`src/include/i2c_cfg_params.svh`:
```
// Constants for the two-wire slave front end with configuration decoding
// Operation
// - Address low bit follows select pin
// - START plus matching address, then direction
// - Fast timing after power-up
// - High-speed master code is not acknowledged
// - High-speed timing after that not-acknowledge
// - STOP returns fast timing; repeated START keeps
// - Data byte MSB zero is configuration
// - Scan codes 00 and 01 decoded
// - Scan codes 10 and 11 decoded
// - Bits 4 and 3 enable setup readback
// - Bits 2:1 give channel or limit
// - Bit 0 selects single-ended or differential
// - Single-ended forces unipolar conversion
// - Monitor rate independent of bus speed
// - Data byte MSB one is setup
// - Setup reset option restores configuration
`ifndef I2C_CFG_PARAMS_SVH
`define I2C_CFG_PARAMS_SVH
`define ADDR_BASE        6'h1A
`define HS_CODE_TOP      5'h01
`define CFG_RESET        8'h01
`define CFG_BIT_SCAN_HI  6
`define CFG_BIT_SCAN_LO  5
`define CFG_BIT_RB_HI    4
`define CFG_BIT_RB_LO    3
`define CFG_BIT_CH_HI    2
`define CFG_BIT_CH_LO    1
`define CFG_BIT_SE       0
`define SETUP_BIT_RESET  1
`define SETUP_BIT_POL    2
`define FS_MAX_KHZ       400
`define HS_MAX_KHZ       1700
`define MON_MAX_KSPS     133
`endif

```
`src/include/i2c_cfg_pkg.sv`:
```
// Types for the two-wire slave front end
package i2c_cfg_pkg;
  typedef enum logic [2:0] {
    ST_IDLE = 3'b000,
    ST_ADDR = 3'b001,
    ST_ACK  = 3'b010,
    ST_WR   = 3'b011,
    ST_RD   = 3'b100,
    ST_RACK = 3'b101
  } state_t;

  typedef enum logic [1:0] {
    SCAN_RANGE  = 2'b00,
    SCAN_REPEAT = 2'b01,
    SCAN_MON    = 2'b10,
    SCAN_SINGLE = 2'b11
  } scan_t;

  typedef struct packed {
    scan_t      scan;
    logic       readback_en;
    logic [1:0] chan;
    logic       single_ended;
    logic       unipolar;
  } conv_cfg_t;
endpackage

```
`src/core/i2c_slave_cfg.sv`:
```
// Two-wire slave: address match, speed mode, configuration decoding
`timescale 1ns/100ps
`include "i2c_cfg_params.svh"
module i2c_slave_cfg (
  input  wire logic                  i_clk_sys,
  input  wire logic                  i_reset,
  input  wire logic                  i_ce,
  input  wire logic                  i_scl,
  input  wire logic                  i_sda,
  input  wire logic                  i_addr_select_pin,
  input  wire logic [7:0]            i_rd_data,
  output logic                       o_sda,
  output logic                       o_sda_oe,
  output logic                       o_hs_mode,
  output logic                       o_busy,
  output logic                       o_rd_req,
  output logic                       o_setup_wr,
  output logic [7:0]                 o_setup_byte,
  output logic [7:0]                 o_conv_configuration,
  output i2c_cfg_pkg::conv_cfg_t     o_cfg,
  output logic                       o_mon_rate_free
);

  ////////////////////////////////////////////////////////////////////
  // Pin synchronisers
  logic [1:0] scl_sync_ff;             // SCL two-stage synchroniser
  logic [1:0] sda_sync_ff;             // SDA two-stage synchroniser
  logic       scl_d_ff;                // Delayed synchronised SCL
  logic       sda_d_ff;                // Delayed synchronised SDA
  logic [1:0] asel_sync_ff;            // Address select synchroniser

  // Second stage only is read by logic
  always_ff @(posedge i_clk_sys) begin
    if (i_reset) begin
      scl_sync_ff  <= 2'h3;
      sda_sync_ff  <= 2'h3;
      scl_d_ff     <= 1'b1;
      sda_d_ff     <= 1'b1;
      asel_sync_ff <= 2'h0;
    end else if (i_ce) begin
      scl_sync_ff  <= {scl_sync_ff[0], i_scl};
      sda_sync_ff  <= {sda_sync_ff[0], i_sda};
      scl_d_ff     <= scl_sync_ff[1];
      sda_d_ff     <= sda_sync_ff[1];
      asel_sync_ff <= {asel_sync_ff[0], i_addr_select_pin};
    end
  end

  logic scl_s;                         // Synchronised SCL
  logic sda_s;                         // Synchronised SDA
  logic scl_rise;                      // SCL rising edge
  logic scl_fall;                      // SCL falling edge
  logic start_det;                     // START or repeated START
  logic stop_det;                      // STOP
  assign scl_s     = scl_sync_ff[1];
  assign sda_s     = sda_sync_ff[1];
  assign scl_rise  = scl_s & ~scl_d_ff;
  assign scl_fall  = ~scl_s & scl_d_ff;
  assign start_det = scl_s & scl_d_ff & sda_d_ff & ~sda_s;
  assign stop_det  = scl_s & scl_d_ff & ~sda_d_ff & sda_s;

  ////////////////////////////////////////////////////////////////////
  // Byte decode helpers
  function automatic logic addr_match(input logic [6:0] a, input logic pin);
    // Upper six bits fixed, lowest bit from the select pin
    addr_match = (a == {`ADDR_BASE, pin});
  endfunction

  function automatic logic is_hs_code(input logic [7:0] b);
    is_hs_code = (b[7:3] == `HS_CODE_TOP);
  endfunction

  ////////////////////////////////////////////////////////////////////
  // Protocol state machine
  i2c_cfg_pkg::state_t state_ff;       // Current state
  logic [7:0] shift_ff;                // Receive shift register
  logic [3:0] bit_cnt_ff;              // Bit counter in byte
  logic       is_addr_ff;              // Byte in ACK slot was address
  logic       ack_ff;                  // Drive ACK in current slot
  logic       hs_ff;                   // High-speed mode flag
  logic       hs_code_seen_ff;         // Master code just received
  logic [7:0] tx_ff;                   // Transmit shift register
  logic       rd_dir_ff;               // Addressed for read
  logic       sda_drive_ff;            // Registered SDA low drive
  logic       master_ack_ff;           // Master acked last read byte
  logic [7:0] setup_ff;                // Last setup byte
  logic       setup_wr_ff;             // Setup write pulse
  logic       rd_req_ff;               // Read byte request pulse
  logic [7:0] cfg_ff;                  // Configuration register

  // Main sequencing, edge by edge on the sampled bus
  always_ff @(posedge i_clk_sys) begin
    if (i_reset) begin
      state_ff        <= i2c_cfg_pkg::ST_IDLE;
      shift_ff        <= 8'h00;
      bit_cnt_ff      <= 4'h0;
      is_addr_ff      <= 1'b0;
      ack_ff          <= 1'b0;
      hs_ff           <= 1'b0;
      hs_code_seen_ff <= 1'b0;
      tx_ff           <= 8'hFF;
      rd_dir_ff       <= 1'b0;
      sda_drive_ff    <= 1'b0;
      master_ack_ff   <= 1'b0;
      setup_ff        <= 8'h00;
      setup_wr_ff     <= 1'b0;
      rd_req_ff       <= 1'b0;
    end else if (i_ce) begin
      setup_wr_ff <= 1'b0;
      rd_req_ff   <= 1'b0;
      if (stop_det) begin
        // Bus released: back to fast timing
        state_ff     <= i2c_cfg_pkg::ST_IDLE;
        sda_drive_ff <= 1'b0;
        hs_ff        <= 1'b0;
      end else if (start_det) begin
        // Repeated START keeps speed mode unchanged
        state_ff     <= i2c_cfg_pkg::ST_ADDR;
        bit_cnt_ff   <= 4'h0;
        sda_drive_ff <= 1'b0;
        if (hs_code_seen_ff) begin
          hs_ff <= 1'b1;
        end
        hs_code_seen_ff <= 1'b0;
      end else begin
        case (state_ff)
          i2c_cfg_pkg::ST_IDLE: begin
            sda_drive_ff <= 1'b0;
          end
          i2c_cfg_pkg::ST_ADDR,
          i2c_cfg_pkg::ST_WR: begin
            if (scl_rise) begin
              shift_ff   <= {shift_ff[6:0], sda_s};
              bit_cnt_ff <= bit_cnt_ff + 4'h1;
            end else if (scl_fall && bit_cnt_ff == 4'h8) begin
              bit_cnt_ff <= 4'h0;
              is_addr_ff <= (state_ff == i2c_cfg_pkg::ST_ADDR);
              if (state_ff == i2c_cfg_pkg::ST_ADDR) begin
                if (addr_match(shift_ff[7:1], asel_sync_ff[1])) begin
                  ack_ff       <= 1'b1;
                  rd_dir_ff    <= shift_ff[0];
                  sda_drive_ff <= 1'b1;
                  state_ff     <= i2c_cfg_pkg::ST_ACK;
                end else if (is_hs_code(shift_ff)) begin
                  // Master code: leave SDA released for the slot
                  ack_ff          <= 1'b0;
                  hs_code_seen_ff <= 1'b1;
                  state_ff        <= i2c_cfg_pkg::ST_ACK;
                end else begin
                  state_ff <= i2c_cfg_pkg::ST_IDLE;
                end
              end else begin
                ack_ff       <= 1'b1;
                sda_drive_ff <= 1'b1;
                state_ff     <= i2c_cfg_pkg::ST_ACK;
                if (shift_ff[7]) begin
                  setup_ff    <= shift_ff;
                  setup_wr_ff <= 1'b1;
                end
              end
            end
          end
          i2c_cfg_pkg::ST_ACK: begin
            if (scl_fall) begin
              ack_ff     <= 1'b0;
              bit_cnt_ff <= 4'h0;
              if (hs_code_seen_ff) begin
                // Wait for repeated START after the not-acknowledge
                sda_drive_ff <= 1'b0;
                hs_ff        <= 1'b1;
                state_ff     <= i2c_cfg_pkg::ST_IDLE;
              end else if (is_addr_ff && rd_dir_ff) begin
                tx_ff        <= i_rd_data;
                rd_req_ff    <= 1'b1;
                sda_drive_ff <= ~i_rd_data[7];
                state_ff     <= i2c_cfg_pkg::ST_RD;
              end else begin
                sda_drive_ff <= 1'b0;
                state_ff     <= i2c_cfg_pkg::ST_WR;
              end
            end
          end
          i2c_cfg_pkg::ST_RD: begin
            if (scl_fall) begin
              bit_cnt_ff <= bit_cnt_ff + 4'h1;
              if (bit_cnt_ff == 4'h7) begin
                sda_drive_ff <= 1'b0;
                state_ff     <= i2c_cfg_pkg::ST_RACK;
              end else begin
                tx_ff        <= {tx_ff[6:0], 1'b1};
                sda_drive_ff <= ~tx_ff[6];
              end
            end
          end
          i2c_cfg_pkg::ST_RACK: begin
            if (scl_rise) begin
              master_ack_ff <= ~sda_s;
            end else if (scl_fall) begin
              bit_cnt_ff <= 4'h0;
              if (master_ack_ff) begin
                tx_ff        <= i_rd_data;
                rd_req_ff    <= 1'b1;
                sda_drive_ff <= ~i_rd_data[7];
                state_ff     <= i2c_cfg_pkg::ST_RD;
              end else begin
                state_ff <= i2c_cfg_pkg::ST_IDLE;
              end
            end
          end
          default: state_ff <= i2c_cfg_pkg::ST_IDLE;
        endcase
      end
    end
  end

  ////////////////////////////////////////////////////////////////////
  // Configuration register
  logic cfg_wr;                        // Configuration byte received
  logic setup_reset;                   // Setup byte with reset option
  assign cfg_wr = i_ce & ~stop_det & ~start_det & (state_ff == i2c_cfg_pkg::ST_WR) &
                  scl_fall & (bit_cnt_ff == 4'h8) & ~shift_ff[7];
  assign setup_reset = setup_wr_ff & ~setup_ff[`SETUP_BIT_RESET];

  // Stores configuration; a setup reset restores power-up value
  always_ff @(posedge i_clk_sys) begin
    if (i_reset) begin
      cfg_ff <= `CFG_RESET;
    end else if (i_ce) begin
      if (cfg_wr) begin
        cfg_ff <= shift_ff;
      end else if (setup_reset) begin
        cfg_ff <= `CFG_RESET;
      end
    end
  end

  // Field decode of the configuration byte
  always_comb begin
    o_cfg.scan         = i2c_cfg_pkg::scan_t'({cfg_ff[`CFG_BIT_SCAN_HI], cfg_ff[`CFG_BIT_SCAN_LO]});
    o_cfg.readback_en  = cfg_ff[`CFG_BIT_RB_HI] & cfg_ff[`CFG_BIT_RB_LO];
    o_cfg.chan         = {cfg_ff[`CFG_BIT_CH_HI], cfg_ff[`CFG_BIT_CH_LO]};
    o_cfg.single_ended = cfg_ff[`CFG_BIT_SE];
    o_cfg.unipolar     = cfg_ff[`CFG_BIT_SE] | ~setup_ff[`SETUP_BIT_POL];
  end

  ////////////////////////////////////////////////////////////////////
  // Outputs
  assign o_sda                = 1'b0;
  assign o_sda_oe             = sda_drive_ff;
  assign o_hs_mode            = hs_ff;
  assign o_busy               = (state_ff != i2c_cfg_pkg::ST_IDLE);
  assign o_rd_req             = rd_req_ff;
  assign o_setup_wr           = setup_wr_ff;
  assign o_setup_byte         = setup_ff;
  assign o_conv_configuration = cfg_ff;
  assign o_mon_rate_free      = (o_cfg.scan == i2c_cfg_pkg::SCAN_MON);

  ////////////////////////////////////////////////////////////////////
  // Assertions
  property p_stop_fs;
    @(posedge i_clk_sys) disable iff (i_reset)
      (i_ce && stop_det) |=> !hs_ff;
  endproperty
  a_stop_fs: assert property (p_stop_fs) else $error("STOP did not restore fast timing");

  property p_hs_nack;
    @(posedge i_clk_sys) disable iff (i_reset)
      (state_ff == i2c_cfg_pkg::ST_ACK && hs_code_seen_ff) |-> !o_sda_oe;
  endproperty
  a_hs_nack: assert property (p_hs_nack) else $error("Master code was acknowledged");

  property p_cfg_store;
    @(posedge i_clk_sys) disable iff (i_reset)
      cfg_wr |=> (cfg_ff == $past(shift_ff));
  endproperty
  a_cfg_store: assert property (p_cfg_store) else $error("Configuration byte not stored");

  property p_setup_keep;
    @(posedge i_clk_sys) disable iff (i_reset)
      (setup_wr_ff && setup_ff[`SETUP_BIT_RESET]) |=> $stable(cfg_ff);
  endproperty
  a_setup_keep: assert property (p_setup_keep) else $error("Setup byte changed configuration");

  property p_reset_opt;
    @(posedge i_clk_sys) disable iff (i_reset)
      (setup_reset && !cfg_wr && i_ce) |=> (cfg_ff == `CFG_RESET);
  endproperty
  a_reset_opt: assert property (p_reset_opt) else $error("Setup reset did not restore configuration");

  property p_uni;
    @(posedge i_clk_sys) disable iff (i_reset)
      cfg_ff[`CFG_BIT_SE] |-> o_cfg.unipolar;
  endproperty
  a_uni: assert property (p_uni) else $error("Single-ended not unipolar");

  property p_rb;
    @(posedge i_clk_sys) disable iff (i_reset)
      o_cfg.readback_en |-> (cfg_ff[4:3] == 2'h3);
  endproperty
  a_rb: assert property (p_rb) else $error("Readback enable wrong");

  property p_idle_quiet;
    @(posedge i_clk_sys) disable iff (i_reset)
      (state_ff == i2c_cfg_pkg::ST_IDLE) ##1 (state_ff == i2c_cfg_pkg::ST_IDLE) |-> !o_sda_oe;
  endproperty
  a_idle_quiet: assert property (p_idle_quiet) else $error("SDA driven while idle");
endmodule

```
`config.mk`:
```
export PLATFORM = sky130hd
export DESIGN_NAME = i2c_slave_cfg
export DESIGN_NICKNAME = d
export VERILOG_FILES = /design/src/include/i2c_cfg_pkg.sv /design/src/core/i2c_slave_cfg.sv
export VERILOG_INCLUDE_DIRS = /design/src /design/src/include
export SDC_FILE = /design/constraint.sdc
export NUM_CORES = 1
export LEC_CHECK = 0
export BUFFER_PORTS_ARGS = -buffer_cell sky130_fd_sc_hd__buf_4
export CORE_AREA = 5 5 87 89
export CTS_BUF_LIST = sky130_fd_sc_hd__clkbuf_8 sky130_fd_sc_hd__clkbuf_16
export CTS_CLUSTER_SIZE = 8
export DETAILED_ROUTE_END_ITERATION = 8
export DIE_AREA = 0 0 92 94
export PLACE_DENSITY = 0.66
export SLEW_MARGIN = 20
export SYNTH_ARGS = -nofsm -noshare
export SYNTH_HDL_FRONTEND = slang
export SYNTH_SLANG_ARGS = --single-unit
```
`constraint.sdc`:
```
create_clock -name i_clk_sys -period 2.2 [get_ports i_clk_sys]
set_input_delay 0.22 -clock i_clk_sys [delete_from_list [all_inputs] [get_ports i_clk_sys]]
set_output_delay 0.22 -clock i_clk_sys [all_outputs]
set_load 0.02 [all_outputs]
```
==> impl_summary.md <==
STA
The post-layout minimum cycle time is roughly 2.0 ns. The worst hold slack after final layout is 0.1223 ns. Between clock sinks in the finished design, the worst skew comes to 0.004601 ns. The final-layout setup total negative slack is 0 ns. The slew at the pin closest to its max-slew limit is between 0.5 and 0.6 ns. The number of hold violations in the final report is 0. Setup repair after global routing left no endpoint under its margin. The worst-case setup margin in the final layout is about 0.21 ns. The part of the cycle the worst path needs is 90.58%. Timing would allow up to 0.5018 GHz. The worst pin sits at a relative slew slack of 62.58%. Setup violations remaining at the end of the flow were counted as 0. The number of pins exceeding their max-slew limit in the final report is 0.

Power
Power spread over the standard cell area amounts to 552.2 mW/mm2. The leakage power figure is 1.299 nW. Across the VDD grid, the largest voltage drop is 0.3875 mV. The total power is 1.758 mW.

Clock tree
The CTS H-tree depth is 2. TritonCTS built the clock tree. The clock latency reported for the late side of the worst-skew pair is 0.30 ns. The post-CTS setup buffer count is 0. The total CTS buffers is 5.

The clock-pin transition on the worst setup and hold timing paths is 0.09 ns. In this run the clock root is driven by a sky130_fd_sc_hd__clkbuf_8. After clock tree synthesis, the repair step resized 0 gates. In this run, post-CTS hold repair placed 0 buffers. Counting every sink on the clock net gives 54.

The worst-case clock buffer depth is 2.

Drt
The first TritonRoute pass finished after 4 iterations. Dividing the detail-routed wire length by the instance count gives 14.74 um. The post-route DRC violation count is 0. The via-per-instance ratio is 5.451. The number of routed nets with antenna violations is 0. The via count is 2273. The first routing iteration left between 90 and 100 violations. The routed design has 6145 um of wire.

Floorplan
The number of rows created at floorplan is 30. The count of boundary I/O pins is 44. The die is 94 um tall. The region available for standard cell placement spans 0.006681 mm2. The floorplan step defined a die boundary enclosing 0.008648 mm2. The initial utilization of the core area, before any placement, comes to 40.34%. The width of the chip is 92 um.

Critical path
The startpoint of the lowest-slack register-to-register path is state_ff[0]. The maximum fanout along the worst path is 9. The data arrival at the endpoint of the critical path is 2.20 ns.

The nature of the critical path startpoint is a register. The required arrival time at the worst endpoint is about 2.4 ns. Counting cells, the worst reg-to-reg path comes to 5. The most critical setup path has its startpoint at state_ff[0]. STA classifies the critical path endpoint as a register. The category of the critical setup timing path is reg -> reg.

Global route
The first-pass GRT wire length is 10450 um. Entering global routing, the biggest net connects 37 pins. The number of global-route vias before repair came to ~2200. Global routing finished with a remaining overflow of 0. In the global route stage, overall resource usage came out at 14.64%. The number of antenna violations at the first check in global routing is 0.

Layout
Summing all multi-input logic gate instances after layout gives 0.001450 mm2. Leaving out filler cells and counting taps, the final layout contains 417. Fill cells in the final layout number 651. The signed area change from the synthesized netlist to the final layout is 18.15%. The area of all sequential standard cells is 0.001081 mm2. The number of nets in the final layout is 352. The final cell utilization of the core is between 40% and 50%. The fraction of final layout cells with drive strength greater than 1 is between 20% and 30%. The repair_antennas step left the layout with diodes totalling 0. Once layout is done, the placed cells without fillers occupy roughly 0.0032 mm2.

Yosys
Of the synthesized area, sequential elements account for roughly two fifths. Counting instances in the post-synthesis netlist gives the leading cell types as sky130_fd_sc_hd__dfxtp_1, sky130_fd_sc_hd__nand2_1, sky130_fd_sc_hd__mux2i_1. The synthesized area divided by synthesized cell count is 9.074 um2. The gate count after technology mapping is about 300.

The most common cell in the synthesized netlist is sky130_fd_sc_hd__dfxtp_1. Ranked by total cell area, the synthesized netlist is headed by sky130_fd_sc_hd__dfxtp_1, sky130_fd_sc_hd__mux2i_1, sky130_fd_sc_hd__nand2_1, sky130_fd_sc_hd__nor2_1, sky130_fd_sc_hd__o211ai_2. The number of different library cells used by synthesis comes to just under 60. The count of warnings emitted by yosys is 0.

Synthesis produced a netlist with a net count of 313. The synthesized design contains 0 enable-type register cells. After synthesis, the share of flip-flops with an asynchronous set or reset is 0%. Among all flip-flop cells after synthesis, the most frequent one is sky130_fd_sc_hd__dfxtp_1. Of all cell types, the one taking the most synthesized area is sky130_fd_sc_hd__dfxtp_1.

The flip-flop and latch count after synthesis is 54. The cell area after technology mapping is between 0.002 and 0.003 mm2. After synthesis, the largest area contributor takes up 40.11% of total cell area.

Placed design
The minimum setup slack after placement is 0.2443 ns. The congestion estimate from routability-driven global placement came to 0.8750. The detailed placer's ending HPWL is 4530 um.

Summing all placed instances gives a cell area of between 0.003 and 0.004 mm2. Counting tap cells, the placed design contains a total of 409 instances. Port buffering added 42 buffers.

Run status
The flow ran to the end, and the final reports show no timing, DRC or antenna violations.

Min path
In this run the worst hold path is classified as in -> reg. The worst hold path passes through 3 cells. The launch instance of the worst min-delay path is i_sda.

Job
The reported max-cap violation count is 0.
-- registers in the layout (all words and copies together), names as in the netlist, 2 cells and up --
signal / cells
o_setup_byte: 8
tx_ff: 7
shift_ff: 8
o_conv_configuration: 8
asel_sync_ff: 2
state_ff: 3
sda_sync_ff: 2
scl_sync_ff: 2
bit_cnt_ff: 4
-- layout make-up --
type / instances / share of cell area (%)
repair buffers: 54 / 12.73
inverters: 11 / 1.297
well taps: 80 / 3.143
clock buffers: 5 / 2.161
flip-flops and latches: 54 / 33.95
multi-input cells: 210 / 45.54
clock inverters: 3 / 1.179
-- cell families after synthesis --
group	synth area share [%]
adder cells (fa/ha/maj)	0.9284
AO/OA/AOI/OAI	17.74
flip-flops	40.11
multiplexers	12.30
other	0.1391
XOR/XNOR	0.9751
AND/OR/NAND/NOR	21.73
buffers and inverters	6.081
-- layout by cell type, fill, tap and decap left out, types with 4 or more instances in the layout --
cell type,n
sky130_fd_sc_hd__inv_1,13
sky130_fd_sc_hd__nor2_1,30
sky130_fd_sc_hd__o211ai_1,4
sky130_fd_sc_hd__nand2b_1,5
sky130_fd_sc_hd__o21ai_0,5
sky130_fd_sc_hd__a22o_1,6
sky130_fd_sc_hd__nor2b_1,5
sky130_fd_sc_hd__nand2_1,35
sky130_fd_sc_hd__and2_1,4
sky130_fd_sc_hd__dfxtp_1,54
sky130_fd_sc_hd__a21oi_1,11
sky130_fd_sc_hd__nor3_1,4
sky130_fd_sc_hd__or3_1,5
sky130_fd_sc_hd__buf_4,54
sky130_fd_sc_hd__o211ai_2,6
sky130_fd_sc_hd__mux2i_1,32
sky130_fd_sc_hd__clkbuf_8,5
sky130_fd_sc_hd__nand3_1,7
-- critical path, stage by stage, from the launching register on --
cell	delay, ns
sky130_fd_sc_hd__dfxtp_1	0.49
sky130_fd_sc_hd__nand2b_1	0.23
sky130_fd_sc_hd__or3_1	0.40
sky130_fd_sc_hd__o32ai_1	0.27
sky130_fd_sc_hd__a21oi_1	0.24
sky130_fd_sc_hd__a22o_1	0.28
-- power breakdown --
group	switching [mW]	internal [mW]	leakage, nW
logic	0.0704	0.0506	0.802
clock network	0.309	0.332	0.0607
registers	0.0116	0.985	0.437
-- metal layers --
metal / vias to the layer above / GRT usage, % / share of wire [%]
met1: 1065 / 19.80 / 48
li1: 1132 / - / -
met5: - / 0 / 0
met3: 12 / 3.365 / 5.2
met4: 0 / 4.950 / 1.8
met2: 64 / 22.99 / 45
-- worst paths after layout --
kind | endpoint | slack (ns)
worst min-delay path | sda_sync_ff[0] | 0.12
worst min register to register | o_sda_oe | 0.47
worst max register to register | o_conv_configuration[5] | 0.21
worst max-delay path | o_conv_configuration[5] | 0.21
(Power assumes the default switching activity.)
